$ cat src/pkg/pfs_defs.vh
// register offsets, field positions and reset values of the pin function bank
`ifndef PFS_DEFS_VH
`define PFS_DEFS_VH

// word offsets on the register bus
`define PFS_ADDR_W          2
`define PFS_OFS_ADDR_EN     2'h0
`define PFS_OFS_TCLK_STRB   2'h1
`define PFS_OFS_TPIN_MUX    2'h2

// byte lane that carries every register on the bus
`define PFS_BYTE_MSB        7
`define PFS_BYTE_LSB        0
`define PFS_WR_LANE         0

// upper address enable register
`define PFS_AE_A23_BIT      7
`define PFS_AE_A22_BIT      6
`define PFS_AE_A21_BIT      5
`define PFS_AE_RSVD_ONES    8'h1f
`define PFS_AE_RESET        8'h1f

// timer clock and strobe select register
`define PFS_TC_RSVD7_BIT    7
`define PFS_TC_STRB_BIT     6
`define PFS_TC_RSVD5_BIT    5
`define PFS_TC_RO4_BIT      4
`define PFS_TC_TCLK_BIT     3
`define PFS_TC_RESET        8'he0
`define PFS_TC_RSVD_ONES    8'ha0

// timer pin multiplex register
`define PFS_TM_CH5A_BIT     7
`define PFS_TM_CH4A_BIT     6
`define PFS_TM_CH3A_BIT     5
`define PFS_TM_CH3C_BIT     4
`define PFS_TM_RESET        8'h00

`endif

$ cat src/rtl/pfs_port_function_select_bank.v
// pin function select bank: three config registers on an avalon-mm slave
//
// The register addresses and the Avalon-MM register port are this design's own decisions.
`timescale 1ns/1ps
`default_nettype none
`include "pfs_defs.vh"

module pfs_port_function_select_bank
(
    // clock, reset, enable
    input  wire                      clk_i,
    input  wire                      rst_n_i,
    input  wire                      clk_en_i,
    // avalon-mm slave
    input  wire [`PFS_ADDR_W-1:0]    avs_address_i,
    input  wire                      avs_read_i,
    input  wire                      avs_write_i,
    input  wire [31:0]               avs_writedata_i,
    input  wire [3:0]                avs_byteenable_i,
    output reg  [31:0]               avs_readdata_o,
    output wire                      avs_waitrequest_o,
    // operating mode
    input  wire                      ext_extended_mode_i,
    // address line pin enables
    output wire                      addr_bit23_out_en_o,
    output wire                      addr_bit22_out_en_o,
    output wire                      addr_bit21_out_en_o,
    // write strobe pin role
    output wire                      low_half_write_strobe_en_o,
    // timer external clock pin group
    output wire                      timer_ext_clock_pin_sel_o,
    // timer capture split selects
    output wire                      chan5a_capture_split_o,
    output wire                      chan4a_capture_split_o,
    output wire                      chan3a_capture_split_o,
    output wire                      chan3c_capture_split_o
);

    // field widths and positions inside the stored copies
    localparam ADDR_EN_W = `PFS_AE_A23_BIT - `PFS_AE_A21_BIT + 1;
    localparam A23_IDX   = `PFS_AE_A23_BIT - `PFS_AE_A21_BIT;
    localparam A22_IDX   = `PFS_AE_A22_BIT - `PFS_AE_A21_BIT;
    localparam A21_IDX   = `PFS_AE_A21_BIT - `PFS_AE_A21_BIT;
    localparam BYTE_W    = `PFS_BYTE_MSB - `PFS_BYTE_LSB + 1;
    localparam DATA_W    = 32;

    // whole-register reset images, cut to the stored fields on purpose
    localparam [7:0] AE_RESET_IMAGE = `PFS_AE_RESET;
    localparam [7:0] TC_RESET_IMAGE = `PFS_TC_RESET;
    localparam [7:0] TM_RESET_IMAGE = `PFS_TM_RESET;
    localparam [ADDR_EN_W-1:0] ADDR_EN_RESET =
        AE_RESET_IMAGE[`PFS_AE_A23_BIT:`PFS_AE_A21_BIT];
    localparam [0:0] STROBE_RESET = TC_RESET_IMAGE[`PFS_TC_STRB_BIT];
    localparam [0:0] TCLK_RESET   = TC_RESET_IMAGE[`PFS_TC_TCLK_BIT];

    // stored writable bits only; reserved bits are constants
    reg  [ADDR_EN_W-1:0] addr_en;
    reg                  strobe_sel;
    reg                  tclk_sel;
    reg  [7:0]           tpin_mux;
    reg                  ack;

    // next values from the combinational write decode
    reg  [ADDR_EN_W-1:0] next_addr_en;
    reg                  next_strobe_sel;
    reg                  next_tclk_sel;
    reg  [7:0]           next_tpin_mux;
    reg                  next_ack;
    reg  [DATA_W-1:0]    next_readdata;

    // bus qualifiers
    wire                 req;
    wire                 ack_live;
    wire                 wr_commit;
    wire                 rd_capture;
    wire [BYTE_W-1:0]    wr_byte;
    wire                 hit_ae;
    wire                 hit_tc;
    wire                 hit_tm;

    // readback images with reserved bits forced
    wire [7:0]           ae_image;
    wire [7:0]           tc_image;
    wire [7:0]           tm_image;

    // true when the word index on the bus names the given register
    function pfs_hit;
        input [`PFS_ADDR_W-1:0] ofs;
        input [`PFS_ADDR_W-1:0] target;
        begin
            pfs_hit = (ofs == target);
        end
    endfunction

    // one stored bit moved to its place in the readback byte
    function [7:0] pfs_place;
        input         bit_val;
        input integer pos;
        begin
            pfs_place = {7'h00, bit_val} << pos;
        end
    endfunction

    // readback image picked by word index; unmapped words read zero
    function [7:0] pfs_image;
        input [`PFS_ADDR_W-1:0] ofs;
        begin
            case (ofs)
                `PFS_OFS_ADDR_EN:
                    pfs_image = ae_image;
                `PFS_OFS_TCLK_STRB:
                    pfs_image = tc_image;
                `PFS_OFS_TPIN_MUX:
                    pfs_image = tm_image;
                default:
                    pfs_image = 8'h00;
            endcase
        end
    endfunction

    // request decode shared by the handshake and the write path
    assign req      = avs_read_i | avs_write_i;
    assign ack_live = ack & clk_en_i;
    assign wr_byte  = avs_writedata_i[`PFS_BYTE_MSB:`PFS_BYTE_LSB];

    // a write lands only on the edge the master sees waitrequest low;
    // a cleared lane 0 enable means no register byte is written
    assign wr_commit  = avs_write_i & ack_live &
                        avs_byteenable_i[`PFS_WR_LANE];

    // read data is caught one edge before the master samples it
    assign rd_capture = req & ~ack & clk_en_i;

    // word decode; the fourth index matches none and is dropped
    assign hit_ae     = pfs_hit(avs_address_i, `PFS_OFS_ADDR_EN);
    assign hit_tc     = pfs_hit(avs_address_i, `PFS_OFS_TCLK_STRB);
    assign hit_tm     = pfs_hit(avs_address_i, `PFS_OFS_TPIN_MUX);

    // one wait state; a frozen enable keeps the master waiting, so a
    // stalled clock never ends a transfer whose write did not land
    assign avs_waitrequest_o = req & ~ack_live;

    // acknowledge rises for one cycle per request
    always @*
    begin
        next_ack = req & ~ack;
    end

    // acknowledge flop; frozen with the rest of the state
    always @(posedge clk_i or negedge rst_n_i)
    begin
        if (!rst_n_i)
        begin
            ack <= 1'b0;
        end
        else if (clk_en_i)
        begin
            ack <= next_ack;
        end
    end

    // address enable image: stored bits high, reserved ones forced
    assign ae_image = pfs_place(addr_en[A23_IDX], `PFS_AE_A23_BIT) |
                      pfs_place(addr_en[A22_IDX], `PFS_AE_A22_BIT) |
                      pfs_place(addr_en[A21_IDX], `PFS_AE_A21_BIT) |
                      `PFS_AE_RSVD_ONES;

    // timer clock image: bits 7 and 5 read one, bit 4 and 2..0 zero;
    // nothing stores them, so a careless write cannot flip them
    assign tc_image = pfs_place(strobe_sel, `PFS_TC_STRB_BIT) |
                      pfs_place(tclk_sel,   `PFS_TC_TCLK_BIT) |
                      `PFS_TC_RSVD_ONES;

    // timer pin image: every bit stored as written, the low four
    // belong to channels routed elsewhere but keep their value
    assign tm_image = tpin_mux;

    // address enable next value; reserved write bits are not kept
    always @*
    begin
        next_addr_en = addr_en;
        if (wr_commit && hit_ae)
        begin
            next_addr_en = wr_byte[`PFS_AE_A23_BIT:`PFS_AE_A21_BIT];
        end
    end

    // strobe and timer clock next values; bit 4 has no storage, so a
    // write can never move it
    always @*
    begin
        next_strobe_sel = strobe_sel;
        next_tclk_sel   = tclk_sel;
        if (wr_commit && hit_tc)
        begin
            next_strobe_sel = wr_byte[`PFS_TC_STRB_BIT];
            next_tclk_sel   = wr_byte[`PFS_TC_TCLK_BIT];
        end
    end

    // timer pin multiplex next value
    always @*
    begin
        next_tpin_mux = tpin_mux;
        if (wr_commit && hit_tm)
        begin
            next_tpin_mux = wr_byte;
        end
    end

    // read data next value, the image of the addressed word with the
    // upper lanes held at zero
    always @*
    begin
        next_readdata = {{(DATA_W-BYTE_W){1'b0}},
                         pfs_image(avs_address_i)};
    end

    // address enable register; all three lines start off the pins
    always @(posedge clk_i or negedge rst_n_i)
    begin
        if (!rst_n_i)
        begin
            addr_en <= ADDR_EN_RESET;
        end
        else if (clk_en_i)
        begin
            addr_en <= next_addr_en;
        end
    end

    // strobe role and timer clock group; strobe starts enabled so the
    // pin comes up as the write strobe in extended mode
    always @(posedge clk_i or negedge rst_n_i)
    begin
        if (!rst_n_i)
        begin
            strobe_sel <= STROBE_RESET;
            tclk_sel   <= TCLK_RESET;
        end
        else if (clk_en_i)
        begin
            strobe_sel <= next_strobe_sel;
            tclk_sel   <= next_tclk_sel;
        end
    end

    // timer pin multiplex register; every channel starts shared
    always @(posedge clk_i or negedge rst_n_i)
    begin
        if (!rst_n_i)
        begin
            tpin_mux <= TM_RESET_IMAGE;
        end
        else if (clk_en_i)
        begin
            tpin_mux <= next_tpin_mux;
        end
    end

    // read data register; caught one edge before the taking edge and left standing
    // until the next request, so a slow master still sees it
    always @(posedge clk_i or negedge rst_n_i)
    begin
        if (!rst_n_i)
        begin
            avs_readdata_o <= {DATA_W{1'b0}};
        end
        else if (rd_capture)
        begin
            avs_readdata_o <= next_readdata;
        end
    end

    // pin routing straight from registers, live the edge after a write;
    // no extra flop, so the route follows the register at once
    assign addr_bit23_out_en_o = addr_en[A23_IDX];
    assign addr_bit22_out_en_o = addr_en[A22_IDX];
    assign addr_bit21_out_en_o = addr_en[A21_IDX];

    // outside extended mode the pin stays a plain port whatever the bit;
    // the register still reads back what software wrote
    assign low_half_write_strobe_en_o = strobe_sel &
                                        ext_extended_mode_i;

    // timer clock group: low picks the port 3 set, high the port 1 set
    assign timer_ext_clock_pin_sel_o  = tclk_sel;

    // capture split selects; the compare output never moves
    assign chan5a_capture_split_o = tpin_mux[`PFS_TM_CH5A_BIT];
    assign chan4a_capture_split_o = tpin_mux[`PFS_TM_CH4A_BIT];
    assign chan3a_capture_split_o = tpin_mux[`PFS_TM_CH3A_BIT];
    assign chan3c_capture_split_o = tpin_mux[`PFS_TM_CH3C_BIT];

endmodule // pfs_port_function_select_bank
`default_nettype wire

$ cat config.mk
export PLATFORM = sky130hd
export DESIGN_NAME = pfs_port_function_select_bank
export DESIGN_NICKNAME = d
export VERILOG_FILES = /design/src/rtl/pfs_port_function_select_bank.v
export VERILOG_INCLUDE_DIRS = /design/src /design/src/pkg
export SDC_FILE = /design/constraint.sdc
export NUM_CORES = 1
export LEC_CHECK = 0
export ABC_AREA = 1
export ABC_CLOCK_PERIOD_IN_PS = 1390
export BUFFER_PORTS_ARGS = -buffer_cell sky130_fd_sc_hd__buf_2
export CORE_MARGIN = 2
export CORE_UTILIZATION = 30
export CTS_BUF_LIST = sky130_fd_sc_hd__clkbuf_8
export DETAILED_ROUTE_END_ITERATION = 10
export HOLD_SLACK_MARGIN = 0.03
export RECOVER_POWER = 25
export SLEW_MARGIN = 20
export SYNTH_ARGS = -nofsm -noshare
export SYNTH_HDL_FRONTEND = slang
export SYNTH_SLANG_ARGS = --single-unit
$ cat constraint.sdc
create_clock -name clk_i -period 1.39 [get_ports clk_i]
set_clock_uncertainty 0.2 [all_clocks]
set_input_delay 0.139 -clock clk_i [delete_from_list [all_inputs] [get_ports clk_i]]
set_output_delay 0.139 -clock clk_i [all_outputs]
set_load 0.02 [all_outputs]
## After elaboration in Yosys (flattened, before gate mapping)

Cells that the tools add are included.

- Add/sub/neg operators: 0
- Multipliers: 0
- Divide/modulo/power cells: 0
- Magnitude comparators: 0
- Eq/ne operators: 2
- Shift-type cells: 0
- Mux-type cells: 1
- Bitwise operators: 13
- Reduce and logical (&&, ||, !) cells: 7

Operators with widths:

| operator | count |
|---|---|
| 8-bit case mux with 3 select lines | 1 |
| 8-bit by 6-bit OR with 8-bit output | 1 |
| 8-bit by 7-bit OR with 8-bit output | 1 |
| 1-bit AND | 7 |
| 7-bit by 4-bit OR with 7-bit output | 1 |
| 2-bit AND reduction | 3 |
| 1-bit logical AND | 3 |
| 2-bit by 1-bit equality test with 1-bit output, second input constant | 1 |
| 2-bit equality test, second input constant | 1 |
| 2-bit logical NOT | 1 |
| 1-bit inverter | 2 |
| 1-bit OR | 1 |

- Flip-flop bits (word level): 22
- Latch bits: 0
- Memory bits (writable): 0
- ROM bits: 0
- Input bits: 44
- Output and inout bits: 42
- Logic and storage cells: 29
- Memories: 0

## Longest topological paths before layout

- Word-level depth: 5
- Gate-level depth with buffers: 7
- Mapped depth without buffers: 6

## Worst setup path after synthesis

No wires, ideal clock.

- Path kind: register to register
- Start point: register ack
- End point: register avs_readdata_o[4]
- Library setup time: 123 ps
- Arrival time: 925 ps
- Data required time: 1067 ps
- Slack: 141 ps
- Cell stages (with the launch flop): 8
- Buffers on the path: 1
- Period minus slack after synthesis: 1249 ps
- Path through: dfrtp_1 inv_1 nand2_1 nor2_2 inv_2 buf_6 nand2_1 o21ai_1

- Word-level cells in the longest chain between the ends: 3

Ends and longest elaborated chain:

| element | RTL line | RTL |
|---|---|---|
| start, declared | pfs_port_function_select_bank.v:61 | `reg ack;` |
| start signal, assigned | pfs_port_function_select_bank.v:158 | `ack <= next_ack;` |
| 1-bit inverter | pfs_port_function_select_bank.v:132 | `assign rd_capture = req & ~ack & clk_en_i;` |
| 1-bit AND (2 in a row) | pfs_port_function_select_bank.v:132 |  |
| end signal, assigned | pfs_port_function_select_bank.v:267 | `avs_readdata_o <= {DATA_W{1'b0}};` |
| end signal, assigned | pfs_port_function_select_bank.v:271 | `avs_readdata_o <= next_readdata;` |
| end, declared | pfs_port_function_select_bank.v:20 | `output reg [31:0] avs_readdata_o,` |

Every way passes these cells.
A chain may end at the register's enable or synchronous reset.

## Worst setup path in the final report

- Start point: register strobe_sel
- End point: output port low_half_write_strobe_en_o

- Word-level cells in the longest chain between the ends: 1

Ends and longest elaborated chain:

| element | RTL line | RTL |
|---|---|---|
| start, declared | pfs_port_function_select_bank.v:58 | `reg strobe_sel;` |
| start signal, assigned | pfs_port_function_select_bank.v:243 | `strobe_sel <= next_strobe_sel;` |
| 1-bit AND | pfs_port_function_select_bank.v:283 | `assign low_half_write_strobe_en_o = strobe_sel &` |
| end, declared | pfs_port_function_select_bank.v:29 | `output wire low_half_write_strobe_en_o,` |

Every way passes these cells.

==> impl_metrics.tcl <==
set metrics [dict create \
    num_vias 946 \
    synth_top_area_share_pct 44.21 \
    start_util_pct 31.75 \
    cts_buffers 3 \
    power.density_nw_per_um2 1222 \
    die-area_um2 4482 \
    synth_area_um2 1189 \
    synth-seq-cells 22 \
    critical_path_required_ps 1050 \
    max_stage_delay_ps 550 \
    avgSynthCellArea_um2 8.371 \
    drc_errors 0 \
    p_leak_uw 0.0008425 \
    cts.clk_slew.worst_paths_ps 80 \
    synth_edf_count 0 \
    relSlewSlack_pct 64.76 \
    rsz0062_at_grt "true" \
    synth_cell_types 18 \
    ys_seq_area_share_pct 46.42 \
    hold_viol_final 0 \
    cp.arrival_ps 1030 \
    rows 22 \
    post_drt_wl_per_cell_um 9.829 \
    crit_family "flip-flops" \
    fill_cells 422 \
    yosysMostFrequentCell "nand2_1" \
    finalCriticalPeriod_ps 1366 \
    path_max_fanout 3 \
    die_w_um 66.95 \
    max-vdd-ir-drop_mv 0.3288 \
    syn_inst 142 \
    setup_violations 0 \
    synthTopCellsByCount "44 x nand2_1, 24 x buf_4, 21 x dfrtp_1" \
    crit_path_top_delay_cell "dfstp_2" \
    totalPowerFinal_uw 1835 \
    ant_nets 0 \
    portBuffers 34 \
    fin_area_um2 1501 \
    gp_congestion 0.7155 \
    ios 86 \
    multi_input_area_um2 481.7 \
    yosys_warnings 0 \
    crit_chain "nand2_1 > inv_1 > buf_6" \
    fin_crit_sh_pct 98.27 \
    ctsRootBufferMaster "clkbuf_8" \
    synthArstFlopShare_pct 100.0 \
    grt_start_max_net_pins 23 \
    post-synth-top-area-cell "dfrtp_1" \
    post_cts_buffers 0 \
    hpwl_um 1732 \
    path_class "reg -> out" \
    clock-sinks 22 \
    postPlaceCellArea_um2 1318 \
    grt_remaining_overflow 0 \
    cts_tree "yes" \
    totalWireLength_um 2359 \
    core_area_um2 3744 \
    endpoint_kind "primary output" \
    layout.area.seq_um2 551.8 \
    drv_slew 0 \
    drv_cap 0 \
    dr.pass1.iters 4 \
    start_kind "flip-flop" \
    drt_iter0_markers 42 \
    antenna_found_initial 0 \
    clock_path_buffers 2 \
    hold_path.class "in -> reg" \
    ys_top_cells_by_area "dfrtp_1 44%, buf_4 15%, nand2_1 14%" \
    insertion_delay_ps 260 \
    synth_top_flop_cell "dfrtp_1" \
    outcome "finished, final reports clean" \
    grt_pass1_wl_um 3767 \
    htreeDepth 1 \
    reg2reg_slack_ps 120 \
    die_h_um 66.95 \
    grtUsageTotal_pct 11.35 \
    syn_to_final_growth_pct 26.32 \
    via_per_inst 3.942 \
    worst_slew_pin_slew_ps 528.6 \
    grt_pass1_vias 888 \
    diodes 0 \
    timing.critical_path.buf_inv 2 \
    layout-drive-gt1-share_pct 27.60 \
    fin_nets 237 \
    fmaxAchievable_ghz 0.7321 \
]
[worst paths after layout]
check | start | to | cells after the start
max | strobe_sel | low_half_write_strobe_en_o | 3
min | avs_address_i[1] | avs_readdata_o[5] | 4
max reg2reg | ack | tm_image[5] | 5
min reg2reg | tm_image[2] | tm_image[2] | 2
max in group asynchronous | rst_n_i | strobe_sel | 2
min in group asynchronous | rst_n_i | tm_image[6] | 2
[final cells by class]
type | instances | share of cell area [%]
clock inverter | 1 | 0.2500
sequential | 22 | 36.75
tap | 48 | 4.000
inverter | 11 | 2.750
multi-input combinational | 106 | 32.08
timing repair buffer | 49 | 21.42
clock buffer | 3 | 2.750
[worst register-to-register path: stages (launching register included)]
cell	delay [ps]
dfrtp_1	380
nand2_1	100
nor2_4	190
nand2_4	150
nand2_1	100
o21ai_2	50
[power by group]
part | switching (uW) | internal (uW)
Sequential | 83.2 | 776
Combinational | 373 | 203
Clock | 203 | 197
[cells in the final DEF, fill, tap and decap left out]
cell type / synthesis / final
o21ai_2: 4 / 4
nand3_1: 9 / 9
nand2_2: 2 / 3
dfstp_2: 1 / 1
buf_4: 24 / 2
dfrtp_1: 21 / 21
a21oi_1: 1 / 1
o21ai_0: 14 / 14
clkbuf_2: 0 / 1
nor2_1: 3 / 3
dlygate4sd3_1: 0 / 13
o21ai_1: 1 / 1
nand2_1: 44 / 43
buf_6: 2 / 1
nor2_4: 2 / 2
inv_2: 2 / 2
conb_1: 1 / 24
buf_2: 0 / 32
clkbuf_8: 0 / 3
nor2_2: 1 / 1
nand2_4: 1 / 1
inv_1: 9 / 10
[sequential cells by signal, indices dropped and copies added, names as in the netlist]
register and flops:
avs_readdata_o 8, tm_image 8, addr_en 3, ack 1
strobe_sel 1, timer_ext_clock_pin_sel_o 1
[kinds of logic after synthesis]
family / after synthesis / share of synthesized area [%]
flops: 22 / 46.42
simple gates: 62 / 23.05
other cells: 1 / 0.3155
buf+inv: 37 / 20.53
compound gates: 20 / 9.683
[routing by layer]
layer  share of wire (%)  wire (um)  track usage (%)
met1                  45       1054            13.84
met3                 6.7        157            1.182
met2                  46       1074            18.00
met5                   0          0                0
met4                 3.1         72            9.184
[per-stage QoR]
stage,std cells,util [%],hold slack (ps),setup TNS (ps),worst slack [ps]
final,240,40.11,46.05,0,24.00
after detailed placement,223,35.19,-73.12,0,103.6
after global routing,240,40.11,97.59,-46.35,-46.35
after floorplan,165,-,-356.6,0,141.4
after global placement,223,35.19,-74.97,0,111.4
after CTS,240,39.94,38.98,0,1.550
[timing repair]
item,CTS,global route
resized for setup,1,2
hold endpoints to repair,37,0
hold buffers,13,0
setup endpoints to repair,1,3
No activity file was read; power rests on OpenSTA's default activity.
